--- src/rtl/usc_pkg.sv ---
// usc_pkg: register map, field positions, reset values and modes of the
// serial transceiver control block.
// assumes byte addresses on a 32-bit classic wishbone bus.
package usc_pkg;
  // ----------------------------------------------------------------
  // register byte offsets
  // ----------------------------------------------------------------
  localparam logic [7:0] OFS_TXDATA   = 8'h00;
  localparam logic [7:0] OFS_RXDATA   = 8'h04;
  localparam logic [7:0] OFS_BAUD     = 8'h08;
  localparam logic [7:0] OFS_DIR      = 8'h0C;
  localparam logic [7:0] OFS_IRQ_STAT = 8'h10;
  localparam logic [7:0] OFS_IRQ_EN   = 8'h14;
  localparam logic [7:0] OFS_RCSC     = 8'h18;
  localparam logic [7:0] OFS_IRQ_CLR  = 8'h20;
  localparam logic [7:0] OFS_TXSC     = 8'h98;
  // ----------------------------------------------------------------
  // transmit_status_control fields
  // ----------------------------------------------------------------
  localparam int TX_CLOCK_SOURCE_SELECT = 7;
  localparam int TX_9    = 6;
  localparam int TX_EN   = 5;
  localparam int TX_SYNC = 4;
  localparam int TX_HIGH_SPEED_BAUD_SELECT = 2;
  localparam int TX_SHIFT_REG_EMPTY_FLAG = 1;
  localparam int TX_9D   = 0;
  localparam logic [7:0] TXSC_WMASK = 8'hF5;
  // ----------------------------------------------------------------
  // receive_status_control fields
  // ----------------------------------------------------------------
  localparam int RC_SERIAL_PORT_ENABLE  = 7;
  localparam int RC_9     = 6;
  localparam int RC_SINGLE_RECEIVE_ENABLE  = 5;
  localparam int RC_CONTINUOUS_RECEIVE_ENABLE  = 4;
  localparam int RC_ADDRESS_DETECT_ENABLE = 3;
  localparam int RC_FRAMING_ERROR_FLAG  = 2;
  localparam int RC_OVERRUN_ERROR_FLAG  = 1;
  localparam int RC_9D    = 0;
  localparam logic [7:0] RCSC_WMASK = 8'hF8;
  // ----------------------------------------------------------------
  // port direction, interrupts, reset values
  // ----------------------------------------------------------------
  localparam int DIR_LO = 6;
  localparam int DIR_HI = 7;
  localparam logic [1:0] DIR_RST = 2'h3;
  localparam int IRQ_RX   = 0;
  localparam int IRQ_TX   = 1;
  localparam int IRQ_FRAMING_ERROR_FLAG = 2;
  localparam int IRQ_OVERRUN_ERROR_FLAG = 3;
  localparam int IRQ_W    = 4;
  // ----------------------------------------------------------------
  // timing: baud prescale per quarter bit, frame lengths
  // ----------------------------------------------------------------
  localparam logic [3:0] PRE_SYNC = 4'h0;
  localparam logic [3:0] PRE_HIGH = 4'h3;
  localparam logic [3:0] PRE_LOW  = 4'hF;
  localparam logic [3:0] BITS_8   = 4'h8;
  localparam logic [3:0] BITS_9   = 4'h9;
  localparam logic [1:0] Q_LAST   = 2'h3;
  localparam logic [1:0] Q_RISE   = 2'h1;
  typedef enum logic [1:0] {RX_IDLE, RX_START, RX_DATA, RX_STOP} usc_rx_t;
  typedef enum logic [1:0] {TX_IDLE, TX_START, TX_DATA, TX_STOP} usc_tx_t;
endpackage : usc_pkg

--- src/rtl/usc_baud_gen.sv ---
// usc_baud_gen: free-running baud timer giving one tick per quarter bit.
// assumes divisor and prescale are stable except across a restart.
`timescale 1ns/1ns
module usc_baud_gen #(
  parameter int unsigned CNT_W = 8
) (
  input  wire logic             core_clk,    // system clock
  input  wire logic             reset,       // sync reset, high
  input  wire logic             clkEn,       // freezes state when low
  input  wire logic             restart,     // clears the timer
  input  wire logic [CNT_W-1:0] divisor,     // counter terminal count
  input  wire logic [3:0]       preMax,      // prescale terminal count
  output logic                  quarterTick  // one-cycle tick
);
  if (CNT_W < 2 || CNT_W > 16) begin : gBadWidth
    $error("usc_baud_gen: CNT_W out of range");
  end
  typedef struct packed {
    logic [3:0]       pre;
    logic [CNT_W-1:0] cnt;
    logic             tick;
  } usc_bg_t;
  usc_bg_t s;
  usc_bg_t n;
  always_comb begin
    n = s;
    n.tick = 1'b0;
    if (restart) begin
      n.pre = '0;
      n.cnt = '0;
    end else if (s.pre >= preMax) begin
      n.pre = '0;
      if (s.cnt == divisor) begin
        n.cnt  = '0;
        n.tick = 1'b1;
      end else begin
        n.cnt = s.cnt + 1'b1;
      end
    end else begin
      n.pre = s.pre + 4'h1;
    end
  end
  always_ff @(posedge core_clk) begin
    if (reset) begin
      s <= '0;
    end else if (clkEn) begin
      s <= n;
    end
  end
  assign quarterTick = s.tick;
endmodule : usc_baud_gen

--- src/rtl/usc_majority.sv ---
// usc_majority: three-sample majority vote on the receive line.
// assumes lineIn is already synchronised to core_clk.
`timescale 1ns/1ns
module usc_majority (
  input  wire logic core_clk,  // system clock
  input  wire logic reset,     // sync reset, high
  input  wire logic clkEn,     // freezes state when low
  input  wire logic sampleEn,  // take one sample
  input  wire logic lineIn,    // synchronised line
  output logic      vote       // majority of last three samples
);
  typedef struct packed {
    logic [1:0] hist;
    logic       vote;
  } usc_mj_t;
  usc_mj_t s;
  usc_mj_t n;
  function automatic logic maj3(input logic a, input logic b, input logic c);
    return (a & b) | (a & c) | (b & c);
  endfunction : maj3
  always_comb begin
    n = s;
    if (sampleEn) begin
      n.vote = maj3(s.hist[1], s.hist[0], lineIn);
      n.hist = {s.hist[0], lineIn};
    end
  end
  always_ff @(posedge core_clk) begin
    if (reset) begin
      s <= '1;
    end else if (clkEn) begin
      s <= n;
    end
  end
  assign vote = s.vote;
endmodule : usc_majority

--- src/rtl/usc_top.sv ---
// usc_top: serial transceiver control/status block with wishbone slave,
// async full-duplex and sync half-duplex master/slave operation.
// assumes pin inputs are asynchronous; the pad combines out/oe/in.
`timescale 1ns/1ns
// Overview of operation
// - pins serve only with enable and directions set
// - async mode: transmit and receive run independently
// - sync half duplex, master or slave
// - ninth bit marks address frames
// - clock source: master internal, slave external
// - mode bit: one sync, zero async
// - transmit enable bit gates the transmitter
// - high-speed select only matters in async
// - shift-empty flag read-only, resets to one
// - ninth bits: rx status, tx control
// - address detect: load only ninth-bit-one frames
// - framing flag updated with each loaded byte
// - overrun flag cleared by clearing continuous enable
// - baud write restarts the baud timer
// - divide by 64, 16 or 4 times divisor+1
// - async receive: three samples per bit, majority vote
module usc_top
  import usc_pkg::*;
(
  input  wire logic        core_clk, // system clock
  input  wire logic        reset,    // sync reset, high
  input  wire logic        clkEn,    // freezes state when low
  input  wire logic        cyc_i,    // wishbone cycle
  input  wire logic        stb_i,    // wishbone strobe
  input  wire logic        we_i,     // wishbone write
  input  wire logic [7:0]  adr_i,    // wishbone byte address
  input  wire logic [3:0]  sel_i,    // wishbone byte selects
  input  wire logic [31:0] dat_i,    // wishbone write data
  output logic      [31:0] dat_o,    // wishbone read data
  output logic             ack_o,    // wishbone acknowledge
  input  wire logic        txCkIn,   // tx/clock pin in
  output logic             txCkOut,  // tx/clock pin out
  output logic             txCkOe,   // tx/clock pin drive enable
  input  wire logic        rxDtIn,   // rx/data pin in
  output logic             rxDtOut,  // rx/data pin out
  output logic             rxDtOe,   // rx/data pin drive enable
  output logic             irq       // level interrupt
);
  import usc_pkg::*;
  // ----------------------------------------------------------------
  // state
  // ----------------------------------------------------------------
  typedef struct packed {
    logic          ack;
    logic [31:0]   datOut;
    logic [7:0]    txCtl;
    logic [7:0]    rxCtl;
    logic [7:0]    baud;
    logic [1:0]    dir;
    logic [IRQ_W-1:0] irqStat;
    logic [IRQ_W-1:0] irqEn;
    logic          shift_reg_empty_flag;
    logic [8:0]    transmit_shift_register;
    usc_tx_t       txState;
    logic [3:0]    txBit;
    logic [1:0]    ph;
    logic          txLine;
    usc_rx_t       rxState;
    logic [3:0]    rxBit;
    logic [1:0]    rxQ;
    logic [8:0]    receive_shift_register;
    logic [7:0]    rxBuf;
    logic          rx_ninth_bit;
    logic          framing_error_flag;
    logic          overrun_error_flag;
    logic          rxFull;
    logic          rxMeta;
    logic          rxSync;
    logic          ckMeta;
    logic          ckSync;
    logic          ckPrev;
    logic          txCkO;
    logic          txCkE;
    logic          dtO;
    logic          dtE;
  } usc_state_t;
  usc_state_t s;
  usc_state_t n;
  // ----------------------------------------------------------------
  // decode of mode and bus
  // ----------------------------------------------------------------
  logic       syncMode;
  logic       master;
  logic       serial_port_enable;
  logic       pinsOn;
  logic       rxReq;
  logic       rxOn;
  logic       txGo;
  logic [3:0] txBits;
  logic [3:0] rxBits;
  logic [3:0] preMax;
  logic       qt;
  logic       vote;
  logic       ckFall;
  logic       ckRise;
  logic       txShift;
  logic       rxSyncSample;
  logic       req;
  logic       acc;
  logic       wr;
  logic       rd;
  logic       txLoad;
  logic       rdBuf;
  logic       baudWr;
  logic [IRQ_W-1:0] irqClr;
  logic [IRQ_W-1:0] evt;
  logic       done;
  logic       frameErr;
  logic       addrSkip;
  logic [31:0] rdData;

  assign syncMode = s.txCtl[TX_SYNC];
  assign master   = s.txCtl[TX_CLOCK_SOURCE_SELECT];
  assign serial_port_enable     = s.rxCtl[RC_SERIAL_PORT_ENABLE];
  assign pinsOn   = serial_port_enable & s.dir[DIR_HI] & s.dir[DIR_LO];
  assign rxReq    = s.rxCtl[RC_CONTINUOUS_RECEIVE_ENABLE] | (syncMode & s.rxCtl[RC_SINGLE_RECEIVE_ENABLE]);
  assign rxOn     = serial_port_enable & rxReq & ~s.overrun_error_flag;
  assign txGo     = serial_port_enable & s.txCtl[TX_EN] & ~(syncMode & rxReq);
  assign txBits   = s.txCtl[TX_9] ? BITS_9 : BITS_8;
  assign rxBits   = s.rxCtl[RC_9] ? BITS_9 : BITS_8;
  assign preMax   = syncMode ? PRE_SYNC :
                    (s.txCtl[TX_HIGH_SPEED_BAUD_SELECT] ? PRE_HIGH : PRE_LOW);
  assign ckFall   = s.ckPrev & ~s.ckSync;
  assign ckRise   = ~s.ckPrev & s.ckSync;
  // slave shifts on the external clock, master on its own phase
  assign txShift  = (syncMode & ~master) ? ckFall : (qt & s.ph == Q_LAST);
  assign rxSyncSample = master ? (qt & s.ph == Q_RISE) : ckRise;
  assign req      = cyc_i & stb_i & ~s.ack;
  assign acc      = cyc_i & stb_i & s.ack;
  assign wr       = acc & we_i & sel_i[0];
  assign rd       = acc & ~we_i;
  assign txLoad   = wr & adr_i == OFS_TXDATA & s.shift_reg_empty_flag & txGo;
  assign rdBuf    = rd & adr_i == OFS_RXDATA;
  assign baudWr   = wr & adr_i == OFS_BAUD;
  assign irqClr   = (wr & adr_i == OFS_IRQ_CLR) ? dat_i[IRQ_W-1:0] : '0;

  // ----------------------------------------------------------------
  // baud timer and receive line vote
  // ----------------------------------------------------------------
  usc_baud_gen #(.CNT_W(8)) uBaud (
    .core_clk    (core_clk),
    .reset       (reset),
    .clkEn       (clkEn),
    .restart     (baudWr),
    .divisor     (s.baud),
    .preMax      (preMax),
    .quarterTick (qt)
  );

  usc_majority uVote (
    .core_clk (core_clk),
    .reset    (reset),
    .clkEn    (clkEn),
    .sampleEn (qt & ~syncMode & (s.rxState == RX_IDLE | s.rxQ != Q_LAST)),
    .lineIn   (s.rxSync),
    .vote     (vote)
  );

  // ----------------------------------------------------------------
  // read mux
  // ----------------------------------------------------------------
  always_comb begin
    rdData = '0;
    case (adr_i)
      OFS_TXSC: begin
        rdData[7:0]     = s.txCtl;
        rdData[TX_SHIFT_REG_EMPTY_FLAG] = s.shift_reg_empty_flag;
      end
      OFS_RCSC: begin
        rdData[7:0]     = s.rxCtl;
        rdData[RC_FRAMING_ERROR_FLAG] = s.framing_error_flag;
        rdData[RC_OVERRUN_ERROR_FLAG] = s.overrun_error_flag;
        rdData[RC_9D]   = s.rx_ninth_bit;
      end
      OFS_RXDATA:   rdData[7:0] = s.rxBuf;
      OFS_BAUD:     rdData[7:0] = s.baud;
      OFS_DIR:      rdData[DIR_HI:DIR_LO] = s.dir;
      OFS_IRQ_STAT: rdData[IRQ_W-1:0] = s.irqStat;
      OFS_IRQ_EN:   rdData[IRQ_W-1:0] = s.irqEn;
      default:      rdData = '0;
    endcase
  end

  // ----------------------------------------------------------------
  // next state
  // ----------------------------------------------------------------
  always_comb begin
    n = s;
    evt = '0;
    done = 1'b0;
    frameErr = 1'b0;
    addrSkip = 1'b0;
    n.ack = req;
    n.rxMeta = rxDtIn;
    n.rxSync = s.rxMeta;
    n.ckMeta = txCkIn;
    n.ckSync = s.ckMeta;
    n.ckPrev = s.ckSync;
    if (req) begin
      n.datOut = rdData;
    end
    if (wr) begin
      case (adr_i)
        OFS_TXSC:   n.txCtl = dat_i[7:0] & TXSC_WMASK;
        OFS_RCSC:   n.rxCtl = dat_i[7:0] & RCSC_WMASK;
        OFS_BAUD:   n.baud = dat_i[7:0];
        OFS_DIR:    n.dir = dat_i[DIR_HI:DIR_LO];
        OFS_IRQ_EN: n.irqEn = dat_i[IRQ_W-1:0];
        default:    n.baud = s.baud;
      endcase
    end
    if (rdBuf) begin
      n.rxFull = 1'b0;
    end
    if (~n.rxCtl[RC_CONTINUOUS_RECEIVE_ENABLE]) begin
      n.overrun_error_flag = 1'b0;
    end
    if (qt) begin
      n.ph = s.ph + 2'h1;
    end
    // transmitter
    if (s.txState == TX_IDLE) begin
      if (txLoad) begin
        n.transmit_shift_register = {s.txCtl[TX_9D], dat_i[7:0]};
        n.shift_reg_empty_flag = 1'b0;
        n.ph = '0;
        n.txBit = '0;
        n.txState = syncMode ? TX_DATA : TX_START;
        n.txLine = syncMode & dat_i[0];
      end
    end else if (~serial_port_enable | ~s.txCtl[TX_EN]) begin
      n.txState = TX_IDLE;
      n.shift_reg_empty_flag = 1'b1;
      n.txLine = 1'b1;
    end else if (txShift) begin
      unique case (s.txState)
        TX_START: begin
          n.txState = TX_DATA;
          n.txLine = s.transmit_shift_register[0];
        end
        TX_DATA: begin
          if (s.txBit == txBits - 4'h1) begin
            n.txLine = 1'b1;
            if (syncMode) begin
              n.txState = TX_IDLE;
              n.shift_reg_empty_flag = 1'b1;
              evt[IRQ_TX] = 1'b1;
            end else begin
              n.txState = TX_STOP;
            end
          end else begin
            n.txBit = s.txBit + 4'h1;
            n.txLine = s.transmit_shift_register[s.txBit + 4'h1];
          end
        end
        TX_STOP: begin
          n.txState = TX_IDLE;
          n.shift_reg_empty_flag = 1'b1;
          evt[IRQ_TX] = 1'b1;
        end
        TX_IDLE: n.txState = TX_IDLE;
      endcase
    end
    // receiver
    if (qt & s.rxState != RX_IDLE) begin
      n.rxQ = s.rxQ + 2'h1;
    end
    if (~rxOn) begin
      n.rxState = RX_IDLE;
    end else begin
      unique case (s.rxState)
        RX_IDLE: begin
          if (syncMode) begin
            n.rxState = RX_DATA;
            n.rxBit = '0;
            n.ph = '0;
          end else if (qt & ~s.rxSync) begin
            n.rxState = RX_START;
            n.rxQ = 2'h1;
          end
        end
        RX_START: begin
          if (qt & s.rxQ == Q_LAST) begin
            n.rxState = vote ? RX_IDLE : RX_DATA;
            n.rxBit = '0;
          end
        end
        RX_DATA: begin
          if (syncMode ? rxSyncSample : (qt & s.rxQ == Q_LAST)) begin
            n.receive_shift_register[s.rxBit] = syncMode ? s.rxSync : vote;
            if (s.rxBit == rxBits - 4'h1) begin
              n.rxBit = '0;
              if (syncMode) begin
                done = 1'b1;
              end else begin
                n.rxState = RX_STOP;
              end
            end else begin
              n.rxBit = s.rxBit + 4'h1;
            end
          end
        end
        RX_STOP: begin
          if (qt & s.rxQ == Q_LAST) begin
            done = 1'b1;
            frameErr = ~vote;
            n.rxState = RX_IDLE;
          end
        end
      endcase
    end
    if (done) begin
      addrSkip = ~syncMode & s.rxCtl[RC_9] & s.rxCtl[RC_ADDRESS_DETECT_ENABLE] & ~n.receive_shift_register[8];
      if (!addrSkip) begin
        if (s.rxFull & ~rdBuf) begin
          n.overrun_error_flag = 1'b1;
          evt[IRQ_OVERRUN_ERROR_FLAG] = 1'b1;
        end else begin
          n.rxBuf = n.receive_shift_register[7:0];
          n.rx_ninth_bit = s.rxCtl[RC_9] & n.receive_shift_register[8];
          n.framing_error_flag = frameErr;
          n.rxFull = 1'b1;
          evt[IRQ_RX] = 1'b1;
          evt[IRQ_FRAMING_ERROR_FLAG] = frameErr;
        end
      end
      if (syncMode & ~n.rxCtl[RC_CONTINUOUS_RECEIVE_ENABLE]) begin
        n.rxCtl[RC_SINGLE_RECEIVE_ENABLE] = 1'b0;
      end
    end
    n.irqStat = (s.irqStat & ~irqClr) | evt;
    // pins
    n.txCkE = pinsOn & ~(syncMode & ~master);
    n.txCkO = syncMode ? (master & n.ph[1] &
              (n.txState != TX_IDLE | n.rxState != RX_IDLE)) : n.txLine;
    n.dtE = pinsOn & syncMode & n.txState != TX_IDLE;
    n.dtO = n.txLine;
  end

  always_ff @(posedge core_clk) begin
    if (reset) begin
      s <= '0;
      s.shift_reg_empty_flag <= 1'b1;
      s.dir <= DIR_RST;
      s.txLine <= 1'b1;
      s.rxMeta <= 1'b1;
      s.rxSync <= 1'b1;
      s.ckMeta <= 1'b1;
      s.ckSync <= 1'b1;
      s.ckPrev <= 1'b1;
      s.txState <= TX_IDLE;
      s.rxState <= RX_IDLE;
    end else if (clkEn) begin
      s <= n;
    end
  end

  assign dat_o   = s.datOut;
  assign ack_o   = s.ack;
  assign txCkOut = s.txCkO;
  assign txCkOe  = s.txCkE;
  assign rxDtOut = s.dtO;
  assign rxDtOe  = s.dtE;
  assign irq     = |(s.irqStat & s.irqEn);
endmodule : usc_top

--- config.mk ---
export PLATFORM = sky130hd
export DESIGN_NAME = usc_top
export DESIGN_NICKNAME = d
export VERILOG_FILES = /design/src/rtl/usc_pkg.sv /design/src/rtl/usc_baud_gen.sv /design/src/rtl/usc_majority.sv /design/src/rtl/usc_top.sv
export SDC_FILE = /design/constraint.sdc
export NUM_CORES = 1
export LEC_CHECK = 0
export BUFFER_PORTS_ARGS = -buffer_cell sky130_fd_sc_hd__buf_4
export CAP_MARGIN = 30
export CORE_ASPECT_RATIO = 0.7
export CORE_UTILIZATION = 42
export CTS_CLUSTER_SIZE = 24
export DETAILED_ROUTE_END_ITERATION = 12
export GPL_ROUTABILITY_DRIVEN = 1
export RECOVER_POWER = 50
export SLEW_MARGIN = 20
export SYNTH_ARGS = -nofsm -noshare
export SYNTH_HDL_FRONTEND = slang
export SYNTH_SLANG_ARGS = --single-unit
export TNS_END_PERCENT = 50
--- constraint.sdc ---
create_clock -name core_clk -period 3.8 [get_ports core_clk]
set_clock_uncertainty 0.2 [all_clocks]
set_input_delay 0.76 -clock core_clk [delete_from_list [all_inputs] [get_ports core_clk]]
set_output_delay 0.76 -clock core_clk [all_outputs]
set_load 0.05 [all_outputs]
Word-level counts from Yosys, hierarchy flattened
Cells that the tools add are included.
W data, S select, Z words.
{ "totals": {"reg_bits": 109, "input_bits": 52, "out_inout_bits": 38, "word_cells": 275} }
{ "classes": {"addsub": 8, "n_lt_le_gt_ge": 4, "n_eq_ne": 29, "mux": 104, "bitwise": 67, "reduce_logical": 27} }
{ "ops": {"columns": ["op", "count"], "rows": [
  ["$mux W2", 25],
  ["$mux W1", 43],
  ["$and A1 B1 Y1", 40],
  ["$mux W4", 9],
  ["$mux W6", 5],
  ["$mux W9", 3],
  ["$eq A8 B5 Y1 const B", 3],
  ["$pmux W4 S6", 1],
  ["$mux W19", 1],
  ["$reduce_and A3 Y1", 6],
  ["$reduce_and A6 Y1", 3],
  ["$not A1 Y1", 17],
  ["$eq A8 B4 Y1 const B", 2],
  ["$mux W16", 1],
  ["$mux W8", 2],
  ["$pmux W2 S4", 2],
  ["$ne A2 B2 Y1 const B", 7],
  ["$add A4 B1 Y4 const B", 3],
  ["$eq A2 B2 Y1 const B", 6],
  ["$mux W12", 1],
  ["$pmux W4 S3", 1],
  ["$reduce_bool A2 Y1", 6],
  ["$mux W11", 1],
  ["$lt A4 B5 Y1 const B", 2],
  ["30 further kinds", 49]
]} }

Longest topological paths before layout
Gate-level depths: netlist of run 1.
{ "depth": {"word_depth": 15, "depth_mapped": 12, "depth_no_buf": 9} }

Hierarchy
From an unflattened synthesis of run 1, not the netlist that was laid out.
{ "unflattened": {"cells_unflattened": 757, "area_unflattened_um2": 6452.4} }
{ "modules_own_cells": {"columns": ["mod", "n_inst", "cells_per_inst", "area_each_um2"], "rows": [
  ["usc_top", 1, 643, 5474.0],
  ["usc_baud_gen", 1, 103, 853.3],
  ["usc_majority", 1, 11, 125.1]
]} }

Least setup slack after synthesis of run 1
OpenSTA, ideal clock, no wires.
{ "synth_timing": {"path_kind": "register to register", "from": "reg s[87] (netlist bit)", "to": "reg uBaud.s[1] (netlist bit)", "setup_ns": 0.130, "arrival_ns": 2.457, "t_required_ns": 3.470, "slack_ns": 1.012, "stages_incl_launch_ff": 13, "n_path_buf": 3, "synth_period_minus_slack_ns": 2.788, "path_cell_list": "dfxtp_1 -> buf_4 -> clkbuf_1 -> inv_1 -> ha_1 -> nand2b_1 -> a21o_1 -> a21o_1 -> a211oi_2 -> buf_2 -> nor2_1 -> xnor2_1 -> nor2_1"} }
{ "synth_between": {"elab_chain_cells": 4} }
{ "synth_lines": {"columns": ["element", "line_no", "source"], "rows": [
  ["start: declaration", "usc_top.sv:82", "usc_state_t s;"],
  ["start signal: assignment", "usc_top.sv:359", "s <= n;"],
  ["$mux W4", "usc_top.sv:126", "assign preMax = syncMode ? PRE_SYNC :"],
  ["$ge A4 B4 Y1", "usc_baud_gen.sv:31", "end else if (s.pre >= preMax) begin"],
  ["$reduce_bool A2 Y1 (no source line)", null, null],
  ["$reduce_and A2 Y1 (no source line)", null, null],
  ["end signal: assignment", "usc_baud_gen.sv:47", "s <= n;"],
  ["end: declaration", "usc_baud_gen.sv:23", "usc_bg_t s;"]
]} }
Every way passes these cells.
A chain may end at the register's enable or synchronous reset.

Worst setup path in the final report of run 1
{ "layout_timing": {"from": "reg s[87] (netlist bit)", "to": "reg s[20] (netlist bit)"} }
{ "layout_between": {"elab_chain_cells": 9, "elab_cells_between_ends": 22, "classes_between": "11 x mux; 10 x bitwise; 1 x reduce/logical"} }
{ "layout_lines": {"columns": ["element", "line_no", "source"], "rows": [
  ["$mux W1 or $and A1 B1 Y1 (tied branches)", "usc_top.sv:295, usc_top.sv:121", null],
  ["$bwmux W9 or $or A1 B1 Y1 (tied branches)", "usc_top.sv:295, usc_top.sv:121", null],
  ["$mux W9 or $and A1 B1 Y1 (tied branches)", "usc_top.sv:294, usc_top.sv:122", null],
  ["$mux W9 or $and A1 B1 Y1 (tied branches)", "usc_top.sv:276, usc_top.sv:122", null],
  ["$mux W11", "usc_top.sv:273", "if (~rxOn) begin"],
  ["$not A1 Y1", "usc_top.sv:318", "addrSkip = ~syncMode & s.rxCtl[RC_9] & s.rxCtl[RC_ADDRESS_DETECT_ENABLE] & ~n.receive_shift_register[8];"],
  ["$and A1 B1 Y1", "usc_top.sv:318", null],
  ["$not A1 Y1 (no source line)", null, null],
  ["$reduce_and A4 Y1 (no source line)", null, null]
]} }
Several ways; a longest one is shown, not always the timed one.

==> flow_metrics.py, run 1 <==
metrics = {
    "sta": {
        "drv_slew": 0,
        "fin_tns_setup_ns": 0,
        "grt_setup_unrepaired": "false",
        "hold_slack_ns": 0.253,
        "worst_pin_slew_ns": 1.11,
        "fmax_mhz": 324,
        "timing.final.crit_share_pct": 81.2,
        "maxSlewHeadroom_pct": 26.3,
        "hold_viol_final": 0,
        "fin_crit_ns": 3.08,
        "setup_viol": 0,
    },
    "grt": {
        "grt_pass1_vias": 4796,
        "grt_max_degree": 46,
        "grt_overflow": 0,
        "grt_pass1_wl_mm": 25.5,
        "antenna_found_initial": 0,
        "grt_usage_pct": 21.0,
    },
    "detailed_routing": {
        "firstDrtPassIters": 5,
        "drt_iter0_markers": 432,
        "route.detailed.drc": 0,
        "wl_per_cell_microns": 17.0,
        "viasPerCell": 5.55,
        "postRouteAntennaNets": 0,
        "num_vias": 5279,
        "drt-total-wl_mm": 16.2,
    },
    "worst_setup_path": {
        "crit_path_start_kind": "flip-flop",
        "critPathKind": "reg2reg",
        "cp_slowest_cell": "dfxtp_1",
        "worstPathRequired_ns": 3.90,
        "endpoint_kind": "flip-flop",
        "crit_fanout": 16,
        "slowest_delay_ns": 0.72,
        "cp_data_arrival_time_ns": 3.18,
        "crit_chain": "nand2b_1 > nor3b_4 > o21ai_2 > o31ai_1 > nand3_2 > buf_4 > nor3_1 > a31o_2",
    },
    "flow_run": {
        "cap_violations": 0,
    },
    "logic_synthesis": {
        "async_reset_ff_share_pct": 0,
        "synth_cells": 743,
        "yosysWarnings": 0,
        "synth_edf_count": 0,
        "synth_flop_cell": "dfxtp_1",
        "yosysUniqueCellTypes": 72,
        "avgSynthCellArea_sq_um": 8.40,
        "syn-cell-area_sq_um": 6240,
        "ys_ff_latch": 109,
        "yosysSeqAreaShare_pct": 35.0,
    },
    "finish": {
        "drive_gt1_share_pct": 11.2,
        "fin_area_sq_um": 6790,
        "diodes": 0,
        "nets": 831,
        "final_cells": 952,
        "syn2layout_area_growth_pct": 8.80,
    },
    "power": {
        "power_leakage_nw": 2.52,
        "p_per_area_nw_per_um2": 357,
        "ir_drop_v": 0.000216,
    },
    "clock_tree": {
        "clkTransAtPathRegs_ns": 0.08,
        "htree_levels": 3,
        "cts_root_buf": "clkbuf_16",
        "cts_buffers": 9,
        "postCtsSetupBuffers": 0,
        "post_cts_resized": 0,
        "cts_num_sinks": 109,
        "cts_tree": "yes",
        "cts.path.max_buffers": 2,
        "ctsHoldBuffers": 0,
        "insertion_delay_ns": 0.35,
    },
    "floorplanning": {
        "io_pins": 90,
        "die_y_microns": 104,
        "die_x_microns": 148,
        "core_sq_um": 14200,
        "fp-row-count": 36,
        "die_area_sq_um": 15400,
        "start_util_pct": 44.0,
    },
    "place": {
        "hpwl_mm": 12.0,
        "postPlaceCellArea_sq_um": 6530,
        "place_congestion": 0.871,
        "place_inst": 936,
        "io_buffers": 36,
    },
    "run_status": {
        "outcome": "finished, final reports clean",
    },
    "worst_hold_path": {
        "hp-class": "reg2reg",
    },
}
[worst max-delay path: cells and delay by family (launching register included)]
family / cells / cell delay [ns]
compound gates: 3 / 0.66
flops: 1 / 0.72
buf+inv: 1 / 0.27
simple gates: 4 / 1.17
[layer usage]
layer | global-route usage, % | vias up | part of all wire, %
li1 | - | 2610 | -
met1 | 31.6 | 2495 | 51
met2 | 30.2 | 160 | 41
met3 | 4.69 | 14 | 7.0
met4 | 4.12 | 0 | 0.85
met5 | 0 | - | 0
[registers in the layout (all words and copies together) (netlist names)]
name,count
ack_o,1
dat_o,8
master,1
n,3
rxDtOut,1
s,78
txCkOut,1
uBaud.quarterTick,1
uBaud.s,12
uVote.s,2
uVote.vote,1
[path summary, 6_finish.rpt]
| path | from | end | slack (ns) | cells past startpoint |
|---|---|---|---|---|
| worst max-delay path | s[87] | s[20] | 0.72 | 8 |
| worst min-delay path | s[52] | s[52] | 0.25 | 2 |
| worst max register to register | s[87] | s[20] | 0.72 | 8 |
| worst min register to register | s[52] | s[52] | 0.25 | 2 |
[power by group]
group	switching, mW	leakage [nW]	internal, mW
registers	0.0108	0.881	1.15
clock network	0.459	0.155	0.588
logic	0.168	1.49	0.0502
[per-stage QoR]
step | power (mW) | utilization, % | setup slack, ns
floorplan | 1.37 | - | 1.01
global placement | 1.41 | 46.0 | 0.776
detailed placement | 1.41 | 46.0 | 0.773
CTS | 2.45 | 48.3 | 0.784
global route | 2.51 | 47.9 | 0.507
finish | 2.43 | 47.9 | 0.716
[layout by cell type (no fill, tap or decap), types with 15 or more instances in the layout]
cell type and n:
dfxtp_1 109, o21ai_0 16, nor2_1 88, xnor2_1 15
nor3_1 24, inv_1 15, mux2i_1 57, nand2_1 91
a21oi_1 46, nand3_1 27, ha_1 22, conb_1 26
buf_4 32, clkbuf_1 16
[cell families after synthesis]
| logic type | share of synthesized area, % |
|---|---|
| buf+inv | 7.54 |
| simple gates | 24.1 |
| other cells | 0.0601 |
| fa+ha+maj | 4.57 |
| compound gates | 14.4 |
| mux | 12.0 |
| flops | 35.0 |
| xor+xnor | 2.39 |
[synth_stat cells (15+ instances only)]
master    number  area share (%)
a21oi_1       46             3.7
buf_4         37             4.4
clkbuf_1      24             1.4
dfxtp_1      109              35
ha_1          22             4.4
inv_1         15            0.90
mux2i_1       57             9.1
nand2_1       91             5.5
nand3_1       27             2.2
nor2_1        88             5.3
nor3_1        24             1.9
o21ai_0       16             1.3
xnor2_1       15             2.1
[cell type report]
class	count	area, sq um
fill	1418	7400
multi-input combinational	573	3680
sequential	109	2180
timing repair buffer	49	308
tap	190	238
clock buffer	9	225
clock inverter	7	104
inverter	15	56.3
(Power assumes the default switching activity.)
==> inputs of run 2 (changes only) <==
==> constraint.sdc (replaced) <==
create_clock -name core_clk -period 3 [get_ports core_clk]
set_clock_uncertainty 0.2 [all_clocks]
set_input_delay 0.6 -clock core_clk [delete_from_list [all_inputs] [get_ports core_clk]]
set_output_delay 0.6 -clock core_clk [all_outputs]
set_load 0.05 [all_outputs]
==> run 2 against run 1 <==
  * First-iteration DRC count is 13% lower
  * Sequential share of layout area is 0.17 points lower
  * Sequential power is 27% higher
  * Largest power group unchanged
  * Highest routed layer unchanged
==> flow_metrics.py, run 2 (same netlist as run 1, synthesis figures left out) <==
metrics = {
    "power": {
        "ir_drop_v": 0.000299,
        "power_leakage_nw": 2.55,
        "p_per_area_nw_per_um2": 430,
        "comb_power_share_pct": 9.4,
        "switching_share_pct": 28.2,
        "power.internal_mw": 2.11,
        "clockPowerShare_pct": 40.4,
        "pwr-share-seq_pct": 50.1,
        "power.switching_mw": 0.828,
    },
    "finish": {
        "fillers": 1390,
        "syn2layout_area_growth_pct": 9.38,
        "largest-register": "s",
        "drive_gt1_share_pct": 12.0,
        "final_common_cell": "dfxtp_1",
        "diodes": 0,
        "multi_input_area_sq_um": 3690,
        "register_area_sq_um": 2180,
        "largest_reg_flops": 78,
        "nets": 841,
        "mostFrequentLayoutCells": "dfxtp_1 (109), nand2_1 (91), nor2_1 (88)",
    },
    "clock_tree": {
        "htree_levels": 3,
        "insertion_delay_ns": 0.36,
        "clkTransAtPathRegs_ns": 0.08,
        "cts_buffers": 9,
        "postCtsSetupBuffers": 0,
        "cts_root_buf": "clkbuf_16",
        "post_cts_resized": 0,
        "cts_num_sinks": 109,
        "ctsHoldBuffers": 0,
        "cts_tree": "yes",
        "cts.path.max_buffers": 2,
    },
    "worst_hold_path": {
        "min_path_cells": 2,
        "hp-class": "reg2reg",
    },
    "grt": {
        "grt_usage_pct": 21.4,
        "grt_max_degree": 50,
        "grt_pass1_wl_mm": 26.0,
        "grt_pass1_vias": 4879,
        "grt_overflow": 0,
        "antenna_found_initial": 0,
    },
    "worst_setup_path": {
        "critPathTopFamily": "compound AO/OA/AOI/OAI gates",
        "worstPathRequired_ns": 3.02,
        "path_depth": 8,
        "reg2reg_depth": 9,
        "crit_fanout": 11,
        "endpoint_kind": "flip-flop",
        "crit_path_start_kind": "primary input",
        "path_buf_inv": 1,
        "slowest_delay_ns": 0.55,
        "cp_data_arrival_time_ns": 2.84,
        "critPathKind": "in2reg",
        "crit_chain": "clkbuf_1 > nor4_2 > and2_0 > a21oi_1 > a31oi_1 > o311ai_0 > o41ai_1 > o311ai_2",
        "cp_slowest_cell": "o41ai_1",
    },
    "detailed_routing": {
        "firstDrtPassIters": 5,
        "viasPerCell": 5.56,
        "drt_iter0_markers": 377,
        "drt-total-wl_mm": 16.1,
        "wl_per_cell_microns": 16.7,
        "num_vias": 5348,
        "postRouteAntennaNets": 0,
        "route.detailed.drc": 0,
    },
    "place": {
        "dp_slack_ns": 0.0734,
        "place_congestion": 0.873,
        "io_buffers": 36,
        "hpwl_mm": 12.2,
    },
    "sta": {
        "hold_viol_final": 0,
        "worst_pin_slew_ns": 0.963,
        "drv_slew": 0,
        "fin_tns_setup_ns": 0,
        "fin_crit_ns": 2.82,
        "timing.final.crit_share_pct": 94.1,
        "maxSlewHeadroom_pct": 35.8,
        "fin_ws_ns": 0.178,
        "setup_viol": 0,
        "fmax_mhz": 354,
        "grt_setup_unrepaired": "false",
    },
    "flow_run": {
        "cap_violations": 0,
    },
    "floorplanning": {
        "die_area_sq_um": 15400,
        "die_y_microns": 104,
        "die_x_microns": 148,
        "core_sq_um": 14200,
        "start_util_pct": 44.0,
        "fp-row-count": 36,
        "io_pins": 90,
    },
    "run_status": {
        "outcome": "finished, final reports clean",
    },
}
[run 2: cell type report]
cell class | count | area share [%]
inverter | 15 | 0.825
clock buffer | 9 | 3.30
sequential | 109 | 32.0
timing repair buffer | 59 | 5.50
clock inverter | 7 | 0.953
tap | 190 | 3.48
multi-input combinational | 573 | 54.0
[run 2: power by group through the flow]
stage,sequential (mW),combinational (mW),clock (mW)
after detailed placement,1.51,0.283,0
after CTS,1.47,0.284,1.22
after global placement,1.51,0.280,0
final,1.47,0.277,1.19
after floorplan,1.51,0.218,0
after global routing,1.48,0.297,1.27
[run 2: path summary, 6_finish.rpt]
path	from	slack [ns]	endpoint
worst min-delay path	s[49]	0.26	s[49]
worst min register to register	s[49]	0.26	s[49]
worst max register to register	s[87]	0.26	txCkOut
worst max-delay path	adr_i[2]	0.18	txCkOut
[run 2: routing by layer]
metal | up-vias | routed length, microns | GRT usage [%]
li1 | 2619 | - | -
met2 | 158 | 6800 | 31.2
met4 | 0 | 94 | 3.90
met5 | - | 0 | 0
met3 | 7 | 902 | 4.04
met1 | 2564 | 8270 | 32.5
[run 2: per-stage QoR]
step	power [mW]	cell area (sq um)	instances	utilization (%)	hold slack, ns
finish	2.94	6830	962	48.1	0.259
floorplan	1.73	6340	768	-	0.227
global placement	1.79	6600	946	46.5	0.241
detailed placement	1.79	6600	946	46.5	0.244
CTS	2.97	6890	962	48.6	0.255
global route	3.05	6830	962	48.1	0.276
[run 2: worst min-delay path, cell delays in order, from the launching register on]
cell	delay (ns)
dfxtp_1	0.31
nand2_1	0.05
a21oi_1	0.05
==> inputs of run 3 (changes only) <==
==> constraint.sdc (replaced) <==
create_clock -name core_clk -period 3 [get_ports core_clk]
set_clock_uncertainty 0.2 [all_clocks]
set_input_delay 0.15 -clock core_clk [delete_from_list [all_inputs] [get_ports core_clk]]
set_output_delay 0.15 -clock core_clk [all_outputs]
set_load 0.05 [all_outputs]
==> run 3 against run 2 <==
  * Final cell count rose by 0.73%
  * Critical path depth did not move
  * Flip-flop and latch count did not move
  * Largest power group unchanged
  * Setup slack improved by 0.023 ns
  * Fmax rose by 0.82%
  * First-iteration DRC count rose by 38%
  * Total power fell by 0.35%
  * Core utilization rose by 0.54 points
  * Sequential share of layout area fell by 0.35 points
  * Register-to-register slack got worse by 0.06 ns
  * Sequential power barely moved
==> flow_metrics.py, run 3 (same netlist as run 1, synthesis figures left out) <==
metrics = {
    "detailed_routing": {
        "wl_per_cell_microns": 16.6,
        "drt-total-wl_mm": 16.1,
        "postRouteAntennaNets": 0,
        "drt_iter0_markers": 521,
        "route.detailed.drc": 0,
        "viasPerCell": 5.54,
        "firstDrtPassIters": 8,
        "num_vias": 5370,
    },
    "sta": {
        "worst_pin_slew_ns": 0.935,
        "fin_crit_ns": 2.80,
        "setup_viol": 0,
        "maxSlewHeadroom_pct": 37.7,
        "timing.final.crit_share_pct": 93.3,
        "drv_slew": 0,
        "hold_viol_final": 0,
        "grt_setup_unrepaired": "false",
        "fin_tns_setup_ns": 0,
        "fmax_mhz": 357,
        "fin_ws_ns": 0.201,
        "hold_slack_ns": 0.0542,
    },
    "finish": {
        "drive_gt1_share_pct": 11.4,
        "syn2layout_area_growth_pct": 10.6,
        "fillers": 1346,
        "final_common_cell": "dfxtp_1",
        "largest-register": "s",
        "mostFrequentLayoutCells": "dfxtp_1 (109), nand2_1 (91), nor2_1 (88)",
        "fin_area_sq_um": 6900,
        "largest_reg_flops": 78,
        "diodes": 0,
        "nets": 848,
    },
    "grt": {
        "grt_max_degree": 87,
        "antenna_found_initial": 0,
        "grt_usage_pct": 21.3,
        "grt_pass1_vias": 4986,
        "grt_overflow": 0,
        "grt_pass1_wl_mm": 26.1,
    },
    "floorplanning": {
        "io_pins": 90,
        "die_x_microns": 148,
        "start_util_pct": 44.0,
        "die_area_sq_um": 15400,
        "fp-row-count": 36,
        "die_y_microns": 104,
        "core_sq_um": 14200,
    },
    "power": {
        "p_per_area_nw_per_um2": 424,
        "ir_drop_v": 0.000250,
        "power_leakage_nw": 2.58,
        "p_total_mw": 2.93,
    },
    "worst_setup_path": {
        "crit_chain": "buf_4 > o21ai_0 > nor4b_2 > a21oi_1 > a31oi_1 > o311ai_0 > o41ai_1 > o311ai_2",
        "critPathKind": "reg2reg",
        "worstPathRequired_ns": 3.00,
        "crit_path_start_kind": "flip-flop",
        "crit_fanout": 15,
        "endpoint_kind": "flip-flop",
        "cp_data_arrival_time_ns": 2.80,
        "slowest_delay_ns": 0.62,
        "critPathTopFamily": "compound AO/OA/AOI/OAI gates",
        "cp_slowest_cell": "o41ai_1",
        "path_buf_inv": 1,
    },
    "place": {
        "place_congestion": 0.880,
        "hpwl_mm": 12.0,
        "postPlaceCellArea_sq_um": 6570,
        "io_buffers": 36,
        "dp_slack_ns": 0.266,
    },
    "run_status": {
        "outcome": "finished, final reports clean",
    },
    "clock_tree": {
        "htree_levels": 3,
        "insertion_delay_ns": 0.35,
        "cts_buffers": 9,
        "clkTransAtPathRegs_ns": 0.08,
        "cts.path.max_buffers": 2,
        "cts_num_sinks": 109,
        "cts_tree": "yes",
        "post_cts_resized": 0,
        "cts_root_buf": "clkbuf_16",
    },
    "worst_hold_path": {
        "hp-class": "in2reg",
    },
    "flow_run": {
        "cap_violations": 0,
    },
}
-- run 3: cell types whose count changed in the layout (fill, tap and decap cells not counted), sizes merged --
cell	change
buf	-4
clkbuf	-1
inv	+1
dlygate4sd3	+12
clkinv	-1
-- run 3: power by group --
part | internal (mW) | switching (mW) | leakage [nW]
Sequential | 1.46 | 0.0134 | 0.881
Combinational | 0.0739 | 0.213 | 1.56
Clock | 0.584 | 0.584 | 0.139
Total | 2.12 | 0.811 | 2.58
-- run 3: metrics by stage --
stage                     utilization [%]  std cells
after floorplan                         -        768
after global placement               46.3        941
after detailed placement             46.3        941
after CTS                            49.1        969
after global routing                 48.7        969
final                                48.7        969
-- run 3: area by class of cell --
class	count	area [sq um]	area share, %
multi-input cells	573	3680	53.3
inverters	15	56.3	0.816
well taps	190	238	3.44
clock buffers	9	225	3.26
flip-flops and latches	109	2180	31.6
repair buffers	66	462	6.69
clock inverters	7	62.6	0.906
-- run 3: path summary, 6_finish.rpt --
path	startpoint	to	slack (ns)	cells after the start
worst max-delay path	s[87]	txCkOut	0.20	8
worst min-delay path	we_i	s[9]	0.05	5
worst max register to register	s[87]	txCkOut	0.20	8
worst min register to register	s[49]	s[49]	0.25	2
-- run 3: what timing repair did --
action / CTS / global route
endpoints found under the hold margin: 38 / 0
setup buffers: 0 / 0
hold buffers: 12 / 0
-- run 3: worst register-to-register path: stages (launching register included) --
cell and delay, ns:
dfxtp_1 0.32, buf_4 0.19, o21ai_0 0.12, nor4b_2 0.42, a21oi_1 0.13, a31oi_1 0.20
o311ai_0 0.26, o41ai_1 0.62, o311ai_2 0.19
-- run 3: layer usage --
layer,vias to the layer above,global-route usage [%],part of all wire (%)
met5,-,0,0
met4,0,3.90,0.81
met3,14,3.90,6.1
met2,179,31.0,42
met1,2538,32.4,51
li1,2639,-,-
